===== src/tfs_pkg.sv =====
package tfs_pkg;

  // Command header bytes
  localparam logic [7:0]  CLA_ISO       = 8'h00;
  localparam logic [7:0]  INS_SELECT    = 8'hA4;
  localparam logic [7:0]  INS_READ      = 8'hB0;
  localparam logic [7:0]  P1_BY_NAME    = 8'h04;
  localparam logic [7:0]  P2_FIRST      = 8'h00;
  localparam logic [7:0]  P1_BY_ID      = 8'h00;
  localparam logic [7:0]  P2_NO_FCI     = 8'h0C;
  localparam logic [7:0]  LC_AID        = 8'h07;
  localparam logic [7:0]  LC_FID        = 8'h02;

  // File identifiers
  localparam logic [15:0] FID_CC        = 16'hE103;
  localparam logic [15:0] FID_SYS       = 16'hE101;
  localparam logic [15:0] FID_DATA_BASE = 16'h0001;

  // Read count limits
  localparam logic [7:0]  LE_MIN        = 8'h01;
  localparam logic [7:0]  LE_CAP        = 8'hF6;

  // Status words
  localparam logic [15:0] SW_OK         = 16'h9000;
  localparam logic [15:0] SW_NOT_FOUND  = 16'h6A82;
  localparam logic [15:0] SW_INS_BAD    = 16'h6D00;
  localparam logic [15:0] SW_CLA_BAD    = 16'h6E00;
  localparam logic [15:0] SW_LEN_BAD    = 16'h6700;
  localparam logic [15:0] SW_DENIED     = 16'h6982;
  localparam logic [15:0] SW_P1P2_BAD   = 16'h6A86;

  // Byte positions within a command and whole command lengths
  localparam int POS_CLA      = 0;
  localparam int POS_INS      = 1;
  localparam int POS_P1       = 2;
  localparam int POS_P2       = 3;
  localparam int POS_LC       = 4;
  localparam int POS_DATA     = 5;
  localparam int AID_BYTES    = 7;
  localparam int BUF_BYTES    = 13;
  localparam logic [4:0] LEN_APP_SEL  = 5'h0D;
  localparam logic [4:0] LEN_FILE_SEL = 5'h07;
  localparam logic [4:0] LEN_READ     = 5'h05;

  typedef enum logic [3:0] {
    FILE_NONE = 4'b0001,
    FILE_CC   = 4'b0010,
    FILE_DATA = 4'b0100,
    FILE_SYS  = 4'b1000
  } tfs_file_type;

  typedef enum logic [6:0] {
    ST_COLLECT  = 7'b0000001,
    ST_DECODE   = 7'b0000010,
    ST_READREQ  = 7'b0000100,
    ST_READWAIT = 7'b0001000,
    ST_READOUT  = 7'b0010000,
    ST_SW1      = 7'b0100000,
    ST_SW2      = 7'b1000000
  } tfs_state_type;

endpackage


===== src/tfs_fifo.sv =====
`timescale 1ns/10ps
module tfs_fifo #(
  parameter int WIDTH = 9,
  parameter int DEPTH = 16
) (
  input  wire logic             ref_clk,
  input  wire logic             rst,
  input  wire logic             inValid,
  input  wire logic [WIDTH-1:0] inData,
  output logic                  inReady,
  output logic                  outValid,
  output logic      [WIDTH-1:0] outData,
  input  wire logic             outReady
);
  localparam int AW = (DEPTH > 1) ? $clog2(DEPTH) : 1;
  localparam int CW = $clog2(DEPTH + 1);

  typedef struct packed {
    logic [AW-1:0] wrPtr;
    logic [AW-1:0] rdPtr;
    logic [CW-1:0] count;
    logic          space;
  } tfs_fifo_regs_type;

  tfs_fifo_regs_type r_q;
  tfs_fifo_regs_type r_d;
  logic [WIDTH-1:0]  mem [DEPTH];
  logic              push;
  logic              pop;

  // Space is a flop so the upstream ready is glitch free
  assign inReady  = r_q.space;
  assign outValid = (r_q.count != '0);
  assign outData  = mem[r_q.rdPtr];
  assign push     = inValid && r_q.space;
  assign pop      = outValid && outReady;

  // Pointer and fill bookkeeping
  always_comb
  begin
    r_d = r_q;
    if (push)
      r_d.wrPtr = (r_q.wrPtr == AW'(DEPTH - 1)) ? '0 : r_q.wrPtr + 1'b1;
    if (pop)
      r_d.rdPtr = (r_q.rdPtr == AW'(DEPTH - 1)) ? '0 : r_q.rdPtr + 1'b1;
    r_d.count = r_q.count + CW'(push) - CW'(pop);
    r_d.space = (r_d.count != CW'(DEPTH));
  end

  // State register
  always_ff @(posedge ref_clk)
  begin
    if (rst)
    begin
      r_q       <= '0;
      r_q.space <= 1'b1;
    end
    else
      r_q <= r_d;
  end

  // Storage needs no reset
  always_ff @(posedge ref_clk)
  begin
    if (push)
      mem[r_q.wrPtr] <= inData;
  end
endmodule


===== src/tfs_read_check.sv =====
`timescale 1ns/10ps
module tfs_read_check (
  input  wire logic [15:0] offset,
  input  wire logic [7:0]  count,
  input  wire logic [15:0] fileLen,
  output logic             countOk,
  output logic             rangeOk
);
  import tfs_pkg::*;

  logic [16:0] endPos;
  logic [15:0] capLen;

  // Larger of file length and the single command cap
  assign capLen  = (fileLen > {8'h00, LE_CAP}) ? fileLen : {8'h00, LE_CAP};
  assign countOk = (count >= LE_MIN) && ({8'h00, count} <= capLen);
  // Seventeen bits so an offset near the top cannot wrap
  assign endPos  = {1'b0, offset} + {9'h000, count};
  assign rangeOk = (endPos <= {1'b0, fileLen});
endmodule


===== src/tfs_apdu.sv =====
`timescale 1ns/10ps
// Summary of operation
// - Application select header and seven-byte identifier
// - Application select answers 9000, 6A82 or 6D00
// - Container file select uses identifier E103
// - Container file current only on 9000
// - Data file identifiers 0001 upward
// - Data file current on 9000, else 6A82
// - System file identifier E101, current on 9000
// - Failed system select returns 6A82, no data
// - Read is B0 with offset and count
// - Offset plus count within file length
// - Count from 01 up to max(length, F6)
// - Good read returns bytes then 9000
// - Rejected read returns only its status
// - Bad P1 or P2 answers 6A86
// - Unknown instruction answers 6D00
module tfs_apdu #(
  parameter logic [55:0] APP_ID     = 56'h0102030405060A, // arbitrary
  parameter int          DATA_FILES = 1,
  parameter int          FIFO_DEPTH = 16
) (
  input  wire logic                  ref_clk,
  input  wire logic                  rst,
  input  wire logic                  cmdValid,
  input  wire logic [7:0]            cmdData,
  input  wire logic                  cmdLast,
  output logic                       cmdReady,
  output logic                       rspValid,
  output logic [7:0]                 rspData,
  output logic                       rspLast,
  input  wire logic                  rspReady,
  output logic                       memRdEn,
  output tfs_pkg::tfs_file_type      memFile,
  output logic [15:0]                memAddr,
  input  wire logic [7:0]            memRdData,
  input  wire logic [15:0]           ccLen,
  input  wire logic [15:0]           dataLen,
  input  wire logic [15:0]           sysLen,
  input  wire logic                  dataReadDenied
);
  import tfs_pkg::*;

  typedef struct packed {
    tfs_state_type              state;
    logic [BUF_BYTES-1:0][7:0]  cmdBuf;
    logic [4:0]                 cnt;
    logic                       appSel;
    tfs_file_type               curFile;
    logic [15:0]                addr;
    logic [7:0]                 remain;
    logic [15:0]                sw;
    logic                       rspValid;
    logic [7:0]                 rspData;
    logic                       rspLast;
    logic                       memRdEn;
  } tfs_regs_type;

  tfs_regs_type r_q;
  tfs_regs_type r_d;

  logic         fifoValid;
  logic [8:0]   fifoData;
  logic         fifoReady;
  logic [7:0]   cla;
  logic [7:0]   ins;
  logic [7:0]   p1;
  logic [7:0]   p2;
  logic [7:0]   lc;
  logic [15:0]  fid;
  logic [15:0]  readOff;
  logic [7:0]   readLe;
  logic [55:0]  aidRx;
  logic [15:0]  curLen;
  logic         countOk;
  logic         rangeOk;
  logic         isAppSel;
  logic         isFileSel;
  logic         isRead;
  logic         fidData;
  tfs_file_type selFile;
  logic [15:0]  decSw;
  logic         decAppSel;
  tfs_file_type decFile;
  logic         decRead;

  // Incoming bytes are buffered so the block layer can run ahead
  tfs_fifo #(
    .WIDTH (9),
    .DEPTH (FIFO_DEPTH)
  ) u_rx_fifo (
    .ref_clk  (ref_clk),
    .rst      (rst),
    .inValid  (cmdValid),
    .inData   ({cmdLast, cmdData}),
    .inReady  (cmdReady),
    .outValid (fifoValid),
    .outData  (fifoData),
    .outReady (fifoReady)
  );

  // Drained only while collecting, so a busy decoder back-pressures
  assign fifoReady = (r_q.state == ST_COLLECT);

  // Command fields
  assign cla     = r_q.cmdBuf[POS_CLA];
  assign ins     = r_q.cmdBuf[POS_INS];
  assign p1      = r_q.cmdBuf[POS_P1];
  assign p2      = r_q.cmdBuf[POS_P2];
  assign lc      = r_q.cmdBuf[POS_LC];
  assign fid     = {r_q.cmdBuf[POS_DATA], r_q.cmdBuf[POS_DATA+1]};
  assign readOff = {p1, p2};
  assign readLe  = r_q.cmdBuf[POS_LC];
  assign aidRx   = {r_q.cmdBuf[POS_DATA],   r_q.cmdBuf[POS_DATA+1],
                    r_q.cmdBuf[POS_DATA+2], r_q.cmdBuf[POS_DATA+3],
                    r_q.cmdBuf[POS_DATA+4], r_q.cmdBuf[POS_DATA+5],
                    r_q.cmdBuf[POS_DATA+6]}; // First byte is the top

  // Length of whichever file is current
  always_comb
  begin
    unique case (r_q.curFile)
      FILE_CC:   curLen = ccLen;
      FILE_DATA: curLen = dataLen;
      FILE_SYS:  curLen = sysLen;
      default:   curLen = '0;
    endcase
  end

  tfs_read_check u_read_check (
    .offset  (readOff),
    .count   (readLe),
    .fileLen (curLen),
    .countOk (countOk),
    .rangeOk (rangeOk)
  );

  assign isAppSel  = (ins == INS_SELECT) && (p1 == P1_BY_NAME)
                   && (p2 == P2_FIRST);
  assign isFileSel = (ins == INS_SELECT) && (p1 == P1_BY_ID)
                   && (p2 == P2_NO_FCI);
  assign isRead    = (ins == INS_READ);
  assign fidData   = (fid >= FID_DATA_BASE)
                   && (fid < FID_DATA_BASE + 16'(DATA_FILES));

  // Which file a select by identifier names
  always_comb
  begin
    if (fid == FID_CC)
      selFile = FILE_CC;
    else if (fid == FID_SYS)
      selFile = FILE_SYS;
    else if (fidData)
      selFile = FILE_DATA;
    else
      selFile = FILE_NONE;
  end

  // Command decode, evaluated once the whole command is held
  always_comb
  begin
    decSw     = SW_INS_BAD;
    decAppSel = r_q.appSel;
    decFile   = r_q.curFile;
    decRead   = 1'b0;
    if (ins == INS_SELECT)
    begin
      if (cla != CLA_ISO)
        decSw = SW_INS_BAD;
      else if (isAppSel)
      begin
        decFile = FILE_NONE;
        if (r_q.cnt == LEN_APP_SEL && lc == LC_AID && aidRx == APP_ID)
        begin
          decSw     = SW_OK;
          decAppSel = 1'b1;
        end
        else
        begin
          decSw     = SW_NOT_FOUND;
          decAppSel = 1'b0;
        end
      end
      else if (isFileSel)
      begin
        // No session application means no file can be found
        if (r_q.cnt == LEN_FILE_SEL && lc == LC_FID && r_q.appSel
            && selFile != FILE_NONE)
        begin
          decSw   = SW_OK;
          decFile = selFile;
        end
        else
        begin
          decSw   = SW_NOT_FOUND;
          decFile = FILE_NONE;
        end
      end
      else
        decSw = SW_P1P2_BAD;
    end
    else if (isRead)
    begin
      if (cla != CLA_ISO)
        decSw = SW_CLA_BAD;
      else if (r_q.curFile == FILE_NONE)
        decSw = SW_NOT_FOUND;
      else if (r_q.cnt != LEN_READ || !countOk || !rangeOk)
        decSw = SW_LEN_BAD;
      else if (r_q.curFile == FILE_DATA && dataReadDenied)
        decSw = SW_DENIED;
      else
      begin
        decSw   = SW_OK;
        decRead = 1'b1;
      end
    end
    else
      decSw = SW_INS_BAD;
  end

  // Main sequencer
  always_comb
  begin
    r_d = r_q;
    unique case (r_q.state)
      ST_COLLECT:
      begin
        if (fifoValid)
        begin
          if (r_q.cnt < 5'(BUF_BYTES))
            r_d.cmdBuf[r_q.cnt] = fifoData[7:0];
          // Saturate so an oversized command still fails its length test
          if (r_q.cnt != '1)
            r_d.cnt = r_q.cnt + 5'h01;
          if (fifoData[8])
            r_d.state = ST_DECODE;
        end
      end
      ST_DECODE:
      begin
        r_d.sw      = decSw;
        r_d.appSel  = decAppSel;
        r_d.curFile = decFile;
        r_d.addr    = readOff;
        r_d.remain  = readLe;
        if (decRead)
          r_d.state = ST_READREQ;
        else
        begin
          r_d.state    = ST_SW1;
          r_d.rspValid = 1'b1;
          r_d.rspData  = decSw[15:8];
        end
      end
      ST_READREQ:
        r_d.state = ST_READWAIT;
      ST_READWAIT:
      begin
        r_d.state    = ST_READOUT;
        r_d.rspValid = 1'b1;
        r_d.rspData  = memRdData;
      end
      ST_READOUT:
      begin
        if (rspReady)
        begin
          r_d.addr   = r_q.addr + 16'h0001;
          r_d.remain = r_q.remain - 8'h01;
          if (r_q.remain == 8'h01)
          begin
            r_d.state   = ST_SW1;
            r_d.rspData = r_q.sw[15:8];
          end
          else
          begin
            r_d.state    = ST_READREQ;
            r_d.rspValid = 1'b0;
          end
        end
      end
      ST_SW1:
      begin
        if (rspReady)
        begin
          r_d.state   = ST_SW2;
          r_d.rspData = r_q.sw[7:0];
          r_d.rspLast = 1'b1;
        end
      end
      ST_SW2:
      begin
        if (rspReady)
        begin
          r_d.state    = ST_COLLECT;
          r_d.rspValid = 1'b0;
          r_d.rspLast  = 1'b0;
          r_d.cnt      = '0;
        end
      end
      default:
      begin
        r_d.state    = ST_COLLECT;
        r_d.rspValid = 1'b0;
        r_d.rspLast  = 1'b0;
        r_d.cnt      = '0;
      end
    endcase
    r_d.memRdEn = (r_d.state == ST_READREQ);
  end

  // State register; reset leaves no application or file selected
  always_ff @(posedge ref_clk)
  begin
    if (rst)
    begin
      r_q         <= '0;
      r_q.state   <= ST_COLLECT;
      r_q.curFile <= FILE_NONE;
    end
    else
      r_q <= r_d;
  end

  assign rspValid = r_q.rspValid;
  assign rspData  = r_q.rspData;
  assign rspLast  = r_q.rspLast;
  assign memRdEn  = r_q.memRdEn;
  assign memFile  = r_q.curFile;
  assign memAddr  = r_q.addr;
endmodule


===== config.mk =====
export PLATFORM = sky130hd
export DESIGN_NAME = tfs_apdu
export DESIGN_NICKNAME = d
export VERILOG_FILES = /design/src/tfs_pkg.sv /design/src/tfs_fifo.sv /design/src/tfs_read_check.sv /design/src/tfs_apdu.sv
export SDC_FILE = /design/constraint.sdc
export NUM_CORES = 1
export LEC_CHECK = 0
export BUFFER_PORTS_ARGS = -buffer_cell sky130_fd_sc_hd__buf_2
export CAP_MARGIN = 10
export CORE_MARGIN = 4
export CORE_UTILIZATION = 44
export CTS_BUF_LIST = sky130_fd_sc_hd__clkbuf_4
export CTS_CLUSTER_DIAMETER = 50
export DETAILED_ROUTE_END_ITERATION = 10
export SLEW_MARGIN = 20
export SYNTH_ARGS = -nofsm -noshare
export SYNTH_HDL_FRONTEND = slang
export SYNTH_HIERARCHICAL = 1
export SYNTH_SLANG_ARGS = --single-unit

===== constraint.sdc =====
create_clock -name ref_clk -period 6.6 [get_ports ref_clk]
set_clock_uncertainty 0.05 [all_clocks]
set_input_delay 0.66 -clock ref_clk [delete_from_list [all_inputs] [get_ports ref_clk]]
set_output_delay 0.66 -clock ref_clk [all_outputs]
set_load 0.03 [all_outputs]

==> impl_metrics.env <==
export IMPL_die_area_mm2=0.0387
export IMPL_cts_tree="done"
export IMPL_drive_gt1_share_pct=19.2
export IMPL_synthFlopType="dfxtp_1"
export IMPL_design_area_mm2=0.0175
export IMPL_root_buffer="clkbuf_4"
export IMPL_layout_common_cells="dfxtp_1, nand2_1, edfxtp_1, clkbuf_4, a21oi_1"
export IMPL_num_nets_final=1724
export IMPL_totalWireLength_mm=40.5
export IMPL_pre_cts_slack_ns=1.24
export IMPL_num_rows=68
export IMPL_clock_power_share_pct=33.6
export IMPL_place_hpwl_mm=27.4
export IMPL_clk_pin_slew_ns=0.06
export IMPL_synth_area_mm2=0.0157
export IMPL_gp_congestion=0.875
export IMPL_critical_path_max_stage_delay_ns=0.52
export IMPL_worstRegToRegCells=20
export IMPL_clock_latency_ns=0.71
export IMPL_r2r_end="rspData[5]$_SDFFE_PP0P_"
export IMPL_holdPathStages=3
export IMPL_drcViolationCount=0
export IMPL_vias=12100
export IMPL_grt_usage_pct=20.4
export IMPL_tns_ns=0
export IMPL_first_iter_violations=871
export IMPL_maxCapViolations=0
export IMPL_cts_buffer_depth=3
export IMPL_cp_top_family="simple AND/OR/NAND/NOR gates"
export IMPL_die_w_um=197
export IMPL_swShare_pct=31.9
export IMPL_grt_pass1_wl_mm=63.5
export IMPL_portBuffers=101
export IMPL_io_pins=102
export IMPL_fin_total_pwr_mw=5.39
export IMPL_final_common_cell="dfxtp_1"
export IMPL_gr_total_overflow=0
export IMPL_die_height_um=197
export IMPL_synthCells=1505
export IMPL_fmax_mhz=184
export IMPL_switchingPower_mw=1.72
export IMPL_ys_ff_latch=318
export IMPL_synth_edf_count=144
export IMPL_cpMaxStageDelayCell="dfxtp_1"
export IMPL_postSynth_asyncResetShare_pct=0
export IMPL_initial_utilization_pct=45.0
export IMPL_coreArea_mm2=0.0348
export IMPL_drt_wirelength_per_cell_um=19.0
export IMPL_syn_num_nets=1628
export IMPL_crit_fanout=16
export IMPL_ys_types=94
export IMPL_tightest_slew_ns=1.09
export IMPL_p_int_mw=3.67
export IMPL_cts_htree_levels=3
export IMPL_cp_arrival_ns=5.97
export IMPL_first_pass_iters=5
export IMPL_min_path_type="input port to flip-flop"
export IMPL_combPwrFrac_pct=24.4
export IMPL_end_kind="flip-flop"
export IMPL_min_period_ns=5.43
export IMPL_avgSynthCellArea_um2=10.4
export IMPL_placed_area_mm2=0.0163
export IMPL_grt_pass1_vias=11800
export IMPL_rsz0062_at_grt="false"
export IMPL_clock_sinks=318
export IMPL_outcome="finished clean"
export IMPL_vias_per_cell=5.68
export IMPL_yosys_warnings=6
export IMPL_hold_buffers=0
export IMPL_crit_chain="ha_1 -> inv_1 -> fa_1 -> nor2b_1 -> o31a_2 -> o31ai_4 -> a211oi_1 -> xor2_1 -> ha_1 -> nand4_1 -> or4_1 -> mux2i_1 -> a21oi_1 -> a31oi_1 -> nand4b_1 -> or4_1 -> nand4bb_1 -> o31a_1 -> a21boi_0 -> a311oi_1"
export IMPL_power_leakage_nw=6.33
export IMPL_antenna_found_initial=1
export IMPL_slew_violations=0
export IMPL_hold_viol_final=0
export IMPL_syn2layout_area_growth_pct=11.5
export IMPL_worst_slack_ns=1.17
export IMPL_final_fill_count=3244
export IMPL_endpoint="rspData[5]$_SDFFE_PP0P_"
export IMPL_grt_max_degree=95
export IMPL_synth_seq_area_share_pct=49.9
export IMPL_ir_drop_v=0.000206
export IMPL_worstSetupStartpointType="flip-flop"
export IMPL_worstSetupPathDepth=20
export IMPL_rrSetupSlack_ns=1.17
export IMPL_p_seq_share_pct=42.0
export IMPL_slew_headroom_pct=27.5
export IMPL_hold_ws_ns=0.190
export IMPL_antenna_left=0
export IMPL_power_density_mw_per_mm2=309
export IMPL_numCtsBuffers=85
export IMPL_period_share_pct=82.2
export IMPL_path_class="flip-flop to flip-flop"
export IMPL_cts_resized=0
export IMPL_path_buf_inv=1
export IMPL_cp_required_ns=7.15
export IMPL_finalSetupViolCount=0
export IMPL_cts_setup_buffers=0
## worst min path at each step
stage	from	endpoint	slack (ns)
after floorplan	flip-flop	flip-flop	0.38
after global placement	flip-flop	flip-flop	0.39
after detailed placement	flip-flop	flip-flop	0.40
after CTS	memRdData[6]	rspData[6]$_SDFFE_PP0P_	0.12
after global routing	memRdData[5]	rspData[5]$_SDFFE_PP0P_	0.17
final	memRdData[6]	rspData[6]$_SDFFE_PP0P_	0.19
## power by group through the flow
stage	combinational, mW	sequential, mW	clock (mW)
after global placement	1.29	2.30	0
after floorplan	0.982	2.29	0
after detailed placement	1.31	2.31	0
after CTS	1.31	2.26	1.88
final	1.32	2.27	1.81
after global routing	1.44	2.28	1.98
## logic make-up (layout without fill, tap and decap cells)
kind of cell | Yosys count | count (layout) | share of synthesized area [%]
AND/OR/NAND/NOR | 530 | 530 | 17.5
AO/OA/AOI/OAI | 345 | 345 | 14.3
flip-flops | 318 | 318 | 49.9
buffers and inverters | 171 | 334 | 5.21
multiplexers | 71 | 71 | 7.80
adder cells (fa/ha/maj) | 53 | 53 | 4.33
XOR/XNOR | 17 | 17 | 0.951
other | 0 | 2 | 0
## synth_stat cells, types with 20 or more instances
master | instances | area [um2]
a21oi_1 | 121 | 606
a22oi_1 | 29 | 218
buf_4 | 29 | 218
clkbuf_1 | 62 | 233
dfxtp_1 | 174 | 3480
edfxtp_1 | 144 | 4320
ha_1 | 51 | 638
inv_1 | 66 | 248
mux2i_1 | 35 | 350
mux4_2 | 20 | 450
nand2_1 | 168 | 631
nand3_1 | 22 | 110
nand4_1 | 27 | 169
nor2_1 | 119 | 447
nor3_1 | 27 | 135
nor4_1 | 24 | 150
o21ai_0 | 72 | 360
## final cells by class
type                    count  area [um2]  area share (%)
clock inverters            19         139           0.795
multi-input cells        1016        7080            40.5
clock buffers             135        1010            5.80
diodes                      2        5.00          0.0287
flip-flops and latches    318        7810            44.7
well taps                 455         569            3.26
repair buffers            113         598            3.42
inverters                  67         251            1.44
## tightest hold or removal path: cells and delay by family
kind	cells	cell delay, ns
buffers and inverters	1	0.10
AOI/OAI and AO/OA	1	0.07
and+or+nand+nor	1	0.05
## metrics by stage
stage          cells  utilization [%]
3_3_place_gp    1969             46.8
2_1_floorplan   1505                -
4_1_cts         2123             50.1
3_5_place_dp    1969             46.8
6_report        2125             50.2
5_1_grt         2125             50.2
## layer usage
layer	share of wire, %	global-route usage (%)	vias up
li1	-	-	5850
met1	42	25.1	5783
met2	49	35.0	340
met3	5.2	3.83	96
met4	3.8	8.86	0
met5	0	0	-
(Power assumes the default switching activity.)
